`config.mk`:
```
export PLATFORM = sky130hd
export DESIGN_NAME = tsec_top
export DESIGN_NICKNAME = d
export VERILOG_FILES = /design/src/tsec_pkg.sv /design/src/tsec_top.sv
export SDC_FILE = /design/constraint.sdc
export NUM_CORES = 2
export LEC_CHECK = 0
export BUFFER_PORTS_ARGS = -buffer_cell sky130_fd_sc_hd__buf_2
export CAP_MARGIN = 10
export CELL_PAD_IN_SITES_DETAIL_PLACEMENT = 0
export CELL_PAD_IN_SITES_GLOBAL_PLACEMENT = 1
export CORE_ASPECT_RATIO = 1.25
export CORE_MARGIN = 2
export CORE_UTILIZATION = 45
export DETAILED_ROUTE_END_ITERATION = 12
export PLACE_DENSITY = 0.76
export SLEW_MARGIN = 40
export SYNTH_ARGS = -nofsm -noshare
export SYNTH_HDL_FRONTEND = slang
export SYNTH_SLANG_ARGS = --single-unit
```
`constraint.sdc`:
```
create_clock -name clock -period 3.8 [get_ports clock]
set_input_delay 0.76 -clock clock [delete_from_list [all_inputs] [get_ports clock]]
set_output_delay 0.76 -clock clock [all_outputs]
set_load 0.005 [all_outputs]
```
`src/tsec_pkg.sv`:
```
// Shared constants and carrier types of the two-stage event controller
package tsec_pkg;
	// ----------------------------------------
	// Sizes
	// ----------------------------------------
	localparam int NLVL      = 16;
	localparam int NGP       = 9;
	localparam int GP_BASE   = 7;
	localparam int NSRC_DEF  = 56;
	localparam int SRC_PER_W = 8;
	localparam int NASG_W    = 7;
	// ----------------------------------------
	// Core levels
	// ----------------------------------------
	localparam logic [3:0] LVL_EMU = 4'h0;
	localparam logic [3:0] LVL_RST = 4'h1;
	localparam logic [3:0] LVL_NMI = 4'h2;
	localparam logic [3:0] LVL_EXC = 4'h3;
	localparam logic [3:0] LVL_RSV = 4'h4;
	localparam logic [3:0] LVL_HWE = 4'h5;
	localparam logic [3:0] LVL_TMR = 4'h6;
	localparam logic [15:0] LATCH_RST = 16'h0002;
	localparam logic [15:0] FIXED_UNMASK = 16'h000F;
	localparam logic [15:0] CMASK_RST = 16'h0000;
	// ----------------------------------------
	// Register word addresses
	// ----------------------------------------
	localparam logic [7:0] A_ASSIGN0 = 8'h00;
	localparam logic [7:0] A_MASK0   = 8'h20;
	localparam logic [7:0] A_MASK1   = 8'h24;
	localparam logic [7:0] A_STAT0   = 8'h28;
	localparam logic [7:0] A_STAT1   = 8'h2C;
	localparam logic [7:0] A_WAKE0   = 8'h30;
	localparam logic [7:0] A_WAKE1   = 8'h34;
	localparam logic [7:0] A_CMASK   = 8'h38;
	localparam logic [7:0] A_PEND    = 8'h3C;
	localparam logic [7:0] A_LATCH   = 8'h40;
	localparam logic [7:0] A_SWRAISE = 8'h44;
	localparam logic [7:0] A_EVSTAT  = 8'h48;
	localparam logic [7:0] A_EVCLR   = 8'h4C;
	localparam logic [7:0] A_EVEN    = 8'h50;
	localparam int EV_TAKE = 0;
	localparam int EV_NEST = 1;
	localparam int EV_EMU  = 2;
	// ----------------------------------------
	// Carriers
	// ----------------------------------------
	typedef struct packed {
		logic        wr;
		logic        rd;
		logic [7:0]  addr;
		logic [31:0] wdata;
	} tsec_bus_t;
	typedef struct packed {
		logic       take;
		logic       ret;
		logic [3:0] level;
	} tsec_evt_t;
endpackage : tsec_pkg

```
`src/tsec_top.sv`:
```
// Two-stage event controller: peripheral routing stage and core priority stage
`timescale 1ns/1ps
// Functional notes
// RULE1: Registers reachable only in supervisor mode; otherwise they read zero, ignore writes.
// RULE2: Sixteen levels, 0 highest: emu, reset, NMI, exception, reserved, hwerr, timer, 7-15.
// RULE3: Nesting; a pending higher-priority event preempts any lower active one.
// RULE4: Emulation event puts the processor into emulation mode.
// RULE5: NMI raised by watchdog expiry or the external NMI pin.
// RULE6: Exceptions are synchronous, from alignment faults and undefined instructions.
// RULE7: Interrupts come from inputs, timers, peripherals and a software raise.
// RULE8: Each level keeps its own return address; entry signals a state save.
// RULE9: Nine general-purpose levels, 7 through 15.
// RULE10: Each peripheral source routes to a level chosen by writable assignment registers.
// RULE11: After reset sources 0-13 map to code 0; 10 and 11 reserved.
// RULE12: After reset sources 14-15 map to code 1, 16-19 to code 2.
// RULE13: After reset sources 20-25 map to code 3; code is level minus seven.
// RULE14: Each assignment register covers eight consecutive sources.
// RULE15: Set mask bit unmasks a source; cleared bit blocks it.
// RULE16: Status bits read one while the peripheral asserts its interrupt.
// RULE17: Wakeup-enable bit lets the source wake the core.
// RULE18: Pending-nesting state acknowledges sources on a shared level.
// RULE19: Unmasked sources on one level are ORed into that level's request.
module tsec_top import tsec_pkg::*; #(
	parameter int NSRC = NSRC_DEF,
	parameter int AW   = 32
) (
	input  wire logic            clock,
	input  wire logic            rst_b,
	input  wire tsec_bus_t       bus,
	input  wire logic            supervisor,
	output logic      [31:0]     rdata,
	input  wire logic [NSRC-1:0] periph_irq,
	input  wire logic            nmi_pin,
	input  wire logic            wdog_expire,
	input  wire logic            emu_req,
	input  wire logic            exc_req,
	input  wire logic            hw_err,
	input  wire logic            core_timer,
	input  wire logic            ret_strobe,
	input  wire logic [AW-1:0]   cur_pc,
	output tsec_evt_t            event_vector_table,
	output logic      [AW-1:0]   ret_addr,
	output logic      [15:0]     pending_nesting,
	output logic                 emulation_mode,
	output logic                 wake,
	output logic                 irq
);
	// ----------------------------------------
	// Default routing
	// ----------------------------------------
	function automatic logic [3:0] dflt_code(input int id);
		if (id <= 13) return 4'h0;
		else if (id <= 15) return 4'h1;
		else if (id <= 19) return 4'h2;
		else if (id <= 25) return 4'h3;
		else if (id <= 31) return 4'h4;
		else if (id <= 41) return 4'h5;
		else if (id <= 46) return 4'h6;
		else if (id <= 50) return 4'h0;
		else return 4'h3;
	endfunction : dflt_code

	function automatic logic [4:0] first_set(input logic [15:0] v);
		first_set = 5'h10;
		for (int k = NLVL - 1; k >= 0; k--) begin
			if (v[k]) first_set = 5'(k);
		end
	endfunction : first_set

	// ----------------------------------------
	// Input synchronisers
	// ----------------------------------------
	logic [NSRC-1:0] pirq_s1_r, pirq_s2_r;
	logic            nmi_s1_r, nmi_s2_r;
	always_ff @(posedge clock or negedge rst_b) begin
		if (!rst_b) begin
			pirq_s1_r <= '0;
			pirq_s2_r <= '0;
			nmi_s1_r  <= 1'b0;
			nmi_s2_r  <= 1'b0;
		end else begin
			pirq_s1_r <= periph_irq;
			pirq_s2_r <= pirq_s1_r;
			nmi_s1_r  <= nmi_pin;
			nmi_s2_r  <= nmi_s1_r;
		end
	end

	// ----------------------------------------
	// Register decode
	// ----------------------------------------
	logic [NSRC-1:0] mask_r, wake_en_r;
	logic [3:0]      asg_r [NSRC];
	logic [15:0]     cmask_r, latch_r, pend_r;
	logic [2:0]      evstat_r, even_r;
	logic [63:0]     mask_w, stat_w, wake_w;
	wire wr_ok = bus.wr && supervisor; // RULE1
	wire rd_ok = bus.rd && supervisor; // RULE1
	wire wr_mask0 = wr_ok && bus.addr == A_MASK0;
	wire wr_mask1 = wr_ok && bus.addr == A_MASK1;
	wire wr_wake0 = wr_ok && bus.addr == A_WAKE0;
	wire wr_wake1 = wr_ok && bus.addr == A_WAKE1;
	wire wr_cmask = wr_ok && bus.addr == A_CMASK;
	wire wr_swr   = wr_ok && bus.addr == A_SWRAISE;
	wire wr_evclr = wr_ok && bus.addr == A_EVCLR;
	wire wr_even  = wr_ok && bus.addr == A_EVEN;
	assign mask_w = 64'(mask_r);
	assign stat_w = 64'(pirq_s2_r);
	assign wake_w = 64'(wake_en_r);

	// Source mask, wake enable
	always_ff @(posedge clock or negedge rst_b) begin
		if (!rst_b) begin
			mask_r    <= '0;
			wake_en_r <= '0;
		end else begin
			if (wr_mask0 || wr_mask1) mask_r <= NSRC'({wr_mask1 ? bus.wdata : mask_w[63:32],
				wr_mask0 ? bus.wdata : mask_w[31:0]});
			if (wr_wake0 || wr_wake1) wake_en_r <= NSRC'({wr_wake1 ? bus.wdata : wake_w[63:32],
				wr_wake0 ? bus.wdata : wake_w[31:0]});
		end
	end

	// ----------------------------------------
	// Routing stage
	// ----------------------------------------
	for (genvar i = 0; i < NSRC; i++) begin : g_asg
		localparam logic [7:0] AOFF = A_ASSIGN0 + 8'((i / SRC_PER_W) * 4);
		wire wr_this = wr_ok && bus.addr == AOFF; // RULE14
		always_ff @(posedge clock or negedge rst_b) begin
			if (!rst_b) asg_r[i] <= dflt_code(i); // RULE11 RULE12 RULE13
			else if (wr_this) asg_r[i] <= bus.wdata[4*(i%SRC_PER_W) +: 4]; // RULE10
		end
	end

	wire [NSRC-1:0] src_act = pirq_s2_r & mask_r; // RULE15
	logic [NGP-1:0] gp_req;
	always_comb begin
		gp_req = '0;
		for (int s = 0; s < NSRC; s++) begin
			for (int g = 0; g < NGP; g++) begin
				if (src_act[s] && asg_r[s] == 4'(g)) gp_req[g] = 1'b1; // RULE19 RULE10
			end
		end
	end
	assign wake = |(pirq_s2_r & wake_en_r); // RULE17

	// ----------------------------------------
	// Core stage
	// ----------------------------------------
	logic [15:0] raw_req, eff_mask, cand;
	logic [4:0]  cand_idx, cur_idx;
	assign raw_req = {gp_req, core_timer, hw_err, 1'b0, exc_req, // RULE2 RULE6 RULE9
		nmi_s2_r | wdog_expire, 1'b0, emu_req}; // RULE5 RULE4
	assign eff_mask = cmask_r | FIXED_UNMASK;
	assign cand     = latch_r & eff_mask;
	assign cand_idx = first_set(cand);
	assign cur_idx  = first_set(pend_r);
	wire take  = !ret_strobe && cand_idx < cur_idx; // RULE3
	wire ret   = ret_strobe && cur_idx != 5'h10;
	wire [15:0] take_oh = take ? 16'h0001 << cand_idx[3:0] : 16'h0000;
	wire [15:0] ret_oh  = ret ? 16'h0001 << cur_idx[3:0] : 16'h0000;
	wire [15:0] swr_set = wr_swr ? {bus.wdata[15:7], 7'h00} : 16'h0000; // RULE7
	// Shared levels relatch from hardware requests only once their pending bit drops; a software raise sets them at any time
	wire [15:0] hw_set = raw_req & ~{pend_r[15:7] | take_oh[15:7], 7'h00}; // RULE18

	always_ff @(posedge clock or negedge rst_b) begin
		if (!rst_b) begin
			latch_r <= LATCH_RST;
			pend_r  <= '0;
			cmask_r <= CMASK_RST;
		end else begin
			latch_r <= ((latch_r & ~take_oh) | hw_set | swr_set) & ~16'(1 << LVL_RSV);
			pend_r  <= (pend_r | take_oh) & ~ret_oh; // RULE3
			if (wr_cmask) cmask_r <= bus.wdata[15:0];
		end
	end
	assign pending_nesting = pend_r;

	// Return address per level
	logic [AW-1:0] raddr_r [NLVL];
	for (genvar l = 0; l < NLVL; l++) begin : g_raddr
		always_ff @(posedge clock or negedge rst_b) begin
			if (!rst_b) raddr_r[l] <= '0;
			else if (take_oh[l]) raddr_r[l] <= cur_pc; // RULE8
		end
	end

	always_ff @(posedge clock or negedge rst_b) begin
		if (!rst_b) begin
			event_vector_table            <= '0;
			ret_addr       <= '0;
			emulation_mode <= 1'b0;
		end else begin
			event_vector_table.take  <= take; // RULE8
			event_vector_table.ret   <= ret;
			event_vector_table.level <= take ? cand_idx[3:0] : cur_idx[3:0];
			if (ret) ret_addr <= raddr_r[cur_idx[3:0]]; // RULE8
			if (take_oh[LVL_EMU]) emulation_mode <= 1'b1; // RULE4
			else if (ret_oh[LVL_EMU]) emulation_mode <= 1'b0;
		end
	end

	// ----------------------------------------
	// Event status and interrupt
	// ----------------------------------------
	wire [2:0] ev_set = {take_oh[LVL_EMU], take && cur_idx != 5'h10, take};
	always_ff @(posedge clock or negedge rst_b) begin
		if (!rst_b) begin
			evstat_r <= '0;
			even_r   <= '0;
		end else begin
			evstat_r <= (evstat_r & ~(wr_evclr ? bus.wdata[2:0] : 3'h0)) | ev_set;
			if (wr_even) even_r <= bus.wdata[2:0];
		end
	end
	assign irq = |(evstat_r & even_r);

	// ----------------------------------------
	// Read port
	// ----------------------------------------
	logic [31:0] rd_mux, asg_word [NASG_W];
	for (genvar w = 0; w < NASG_W; w++) begin : g_aw
		for (genvar n = 0; n < SRC_PER_W; n++) begin : g_an
			if (w * SRC_PER_W + n < NSRC) begin : g_on
				assign asg_word[w][4*n +: 4] = asg_r[w*SRC_PER_W+n];
			end else begin : g_off
				assign asg_word[w][4*n +: 4] = 4'h0;
			end
		end
	end
	always_comb begin
		rd_mux = 32'h0000_0000;
		unique case (bus.addr)
			A_MASK0:   rd_mux = mask_w[31:0];
			A_MASK1:   rd_mux = mask_w[63:32];
			A_STAT0:   rd_mux = stat_w[31:0]; // RULE16
			A_STAT1:   rd_mux = stat_w[63:32]; // RULE16
			A_WAKE0:   rd_mux = wake_w[31:0];
			A_WAKE1:   rd_mux = wake_w[63:32];
			A_CMASK:   rd_mux = {16'h0000, cmask_r};
			A_PEND:    rd_mux = {16'h0000, pend_r};
			A_LATCH:   rd_mux = {16'h0000, latch_r};
			A_EVSTAT:  rd_mux = {29'h0, evstat_r};
			A_EVEN:    rd_mux = {29'h0, even_r};
			default: begin
				if (bus.addr < 8'(NASG_W * 4) && bus.addr[1:0] == 2'b00)
					rd_mux = asg_word[bus.addr[4:2]];
			end
		endcase
	end
	always_ff @(posedge clock or negedge rst_b) begin
		if (!rst_b) rdata <= '0;
		else rdata <= rd_ok ? rd_mux : 32'h0000_0000; // RULE1
	end
endmodule : tsec_top

```
==> results_dict.tcl <==
set metrics [dict create \
    yosys_register_bits 1086 \
    worst_slack_ns -0.4211 \
    tritoncts "done" \
    slew_headroom_pct 31.70 \
    ir_drop_mv 0.5894 \
    fin_crit_ns 4.221 \
    synth_area_leaders "dfrtp_1 49%, mux2_2 18%, nand2_1 3.6%" \
    ant_nets 0 \
    switching_share_pct 34.13 \
    multi_input_comb_area_um2 24040 \
    area_growth_syn_to_layout_pct 17.00 \
    grt_pass1_vias 42520 \
    worstPathRequired_ns 3.04 \
    synth_cells 4656 \
    die_w_um 309.5 \
    gr-total-overflow 0 \
    pwr-share-comb_pct 26.9 \
    cp_slowest_cell "or4_4" \
    power_mw 33.87 \
    pwr-share-seq_pct 39.3 \
    first_iter_violations 4718 \
    path_max_fanout 3 \
    switching_power_mw 11.56 \
    whs_ns 0.09623 \
    final_cell_mix "1,016 x dfrtp_1, 808 x mux2_2, 499 x nand2_1" \
    clkPwrFrac_pct 33.8 \
    cap_viol_max_count 0 \
    setup_viol 2 \
    cp-end-kind "output pin" \
    clock_path_buffers 3 \
    post-place-ws_ns 0.1739 \
    start_util_pct 45.19 \
    rsz0062_at_grt "true" \
    p_int_mw 22.31 \
    dp_hpwl_mm 187.0 \
    totalWireLength_mm 252.5 \
    insertion_delay_ns 0.77 \
    synth_top_cell_by_area "dfrtp_1" \
    top_level_ports 229 \
    slew_violations 0 \
    synth.avg_cell_area_um2 11.27 \
    tightest_slew_ns 1.019 \
    skew_ns 0.03558 \
    fmaxAchievable_ghz 0.2369 \
    drc 0 \
    cts_buffers 107 \
    core_area_um2 116100 \
    routabilityCongestion 1.159 \
    final_nets 5090 \
    grt_max_degree 123 \
    finalCritPeriodShare_pct 111.1 \
    cts.htree.levels 3 \
    track_usage_pct 42.64 \
    seq_area_frac_synth_pct 51.93 \
    status "finished with violations" \
    seq_area_um2 27260 \
    ys_warn_count 0 \
    die_area_um2 119400 \
    synth_top_area_share_pct 48.68 \
    drive_above_1_share_pct 34.93 \
    cts_sinks 1086 \
    io_buffer_count 228 \
    synthesis.nets 4800 \
    syn_area_um2 52490 \
    worstPathCellList "a22o_1 > a221oi_2 > buf_4 > nand4_1 > or4_4 > buf_6" \
    async_flop_share_pct 100.0 \
    antenna_found_initial 42 \
    path_class "flop to output pin" \
    dr.pass1.iters 10 \
    hold_class "input port to flop" \
    cp-start-kind "flop" \
    leakagePower_nw 27.52 \
    cts-root-buf "clkbuf_16" \
    slowest_delay_ns 0.72 \
    synth_edf_count 0 \
    final_common_cell "dfrtp_1" \
    powerDensity_nw_per_um2 551.5 \
    vias_per_cell 6.548 \
    post_drt_wl_per_cell_um 38.08 \
    arrival_ns 3.46 \
    synth_top_flop_cell "dfrtp_1" \
    nFillCells 10280 \
    rows 140 \
    hold_viol_final 0 \
    die_h_um 385.8 \
    grt_pass1_wl_mm 348.6 \
    num_vias 43420 \
    clk_pin_slew_worst_paths_ns 0.06 \
    synth.distinct_cells 79 \
    violations "setup timing" \
]
-- synthesized netlist by cell type (35+ instances only) --
cell type and n:
dfrtp_1 1021, mux2_2 840, nand2_1 505, clkbuf_1 256, nor2_1 239, a21oi_1 171
nor3_1 151, nand3_1 109, mux2i_1 91, o21ai_0 75, nand2b_1 66, dfstp_2 65
nand4_1 62, nor4_1 61, inv_1 58, a31oi_1 57, o22ai_1 56, nor3b_1 55
buf_2 54, buf_1 50, a221oi_1 48, a222oi_1 43, nand3b_1 37, a22o_1 35
-- registers in the layout, indices dropped and copies added, names as in the netlist, 32 cells and up --
register,count
asg_r,224
pirq_s2_r,56
rdata,32
pirq_s1_r,56
ret_addr,32
raddr_r,512
mask_r,56
wake_en_r,56
-- power by group through the flow --
stage	registers (mW)	logic (mW)	clock network (mW)
final	13.3	9.12	11.4
after global routing	13.4	9.64	12.1
after CTS	13.3	9.06	11.5
after detailed placement	13.5	9.01	0
after global placement	13.5	8.91	0
after floorplan	13.2	5.11	0
-- critical path, delay by kind of cell, from the launching register on --
kind | cells | cell delay (ns)
AOI/OAI and AO/OA | 2 | 0.51
DFF | 1 | 0.51
and+or+nand+nor | 2 | 1.36
buffers and inverters | 2 | 0.34
-- worst paths after layout --
| kind | slack (ns) | end | depth (start not counted) | start |
|---|---|---|---|---|
| max in group asynchronous | 1.93 | raddr_r[431]$_DFFE_PN0P_ | 3 | rst_b |
| setup reg to reg | -0.01 | latch_r[13]$_DFF_PN0_ | 9 | mask_r[50]$_DFFE_PN0P_ |
| hold / removal | 0.1 | pirq_s1_r[6]$_DFF_PN0_ | 1 | periph_irq[6] |
| setup / recovery | -0.42 | wake | 6 | wake_en_r[43]$_DFFE_PN0P_ |
| min in group asynchronous | 0.64 | event_vector_table[4]$_DFF_PN0_ | 2 | rst_b |
| hold reg to reg | 0.34 | pirq_s2_r[11]$_DFF_PN0_ | 0 | pirq_s1_r[11]$_DFF_PN0_ |
-- metrics by stage --
step                      utilization [%]  instance area [um2]  instances  setup TNS [ns]
after global placement              49.34                57300       6390               0
after detailed placement            49.42                57400       6391               0
final                               52.88                61410       6630         -0.4262
after CTS                           52.71                61220       6595               0
after global routing                52.82                61340       6602         -0.4748
after floorplan                         -                52750       4656          -8.442
-- metal layers --
layer / vias to the layer above / track usage, % / share of wire, %
met3: 845 / 13.35 / 8.4
met1: 22460 / 47.57 / 35
met2: 2352 / 65.88 / 46
met5: - / 1.183 / 0.065
met4: 24 / 37.10 / 11
li1: 17730 / - / -
-- repair_timing --
action,in CTS,in global routing
cloned,0,0
pin swaps,3,1
setup buffers,2,0
endpoints found under the hold margin,1,0
hold buffers,1,0
setup endpoints to repair,1,1
resized for setup,8,1
-- layout make-up --
cell class | instances | area share (%)
Multi-Input combinational cell | 3139 | 39.15
Timing Repair Buffer | 550 | 6.622
Antenna cell | 30 | 0.1222
Clock buffer | 154 | 5.059
Tap cell | 1562 | 3.183
Clock inverter | 47 | 1.082
Inverter | 62 | 0.3830
Sequential cell | 1086 | 44.40
-- cell families after synthesis --
group                    synth area share (%)
multiplexers                            21.30
adder cells (fa/ha/maj)               0.09536
AO/OA/AOI/OAI                           10.27
flip-flops                              51.93
buffers and inverters                   3.302
AND/OR/NAND/NOR                         13.10
(Power assumes the default switching activity.)
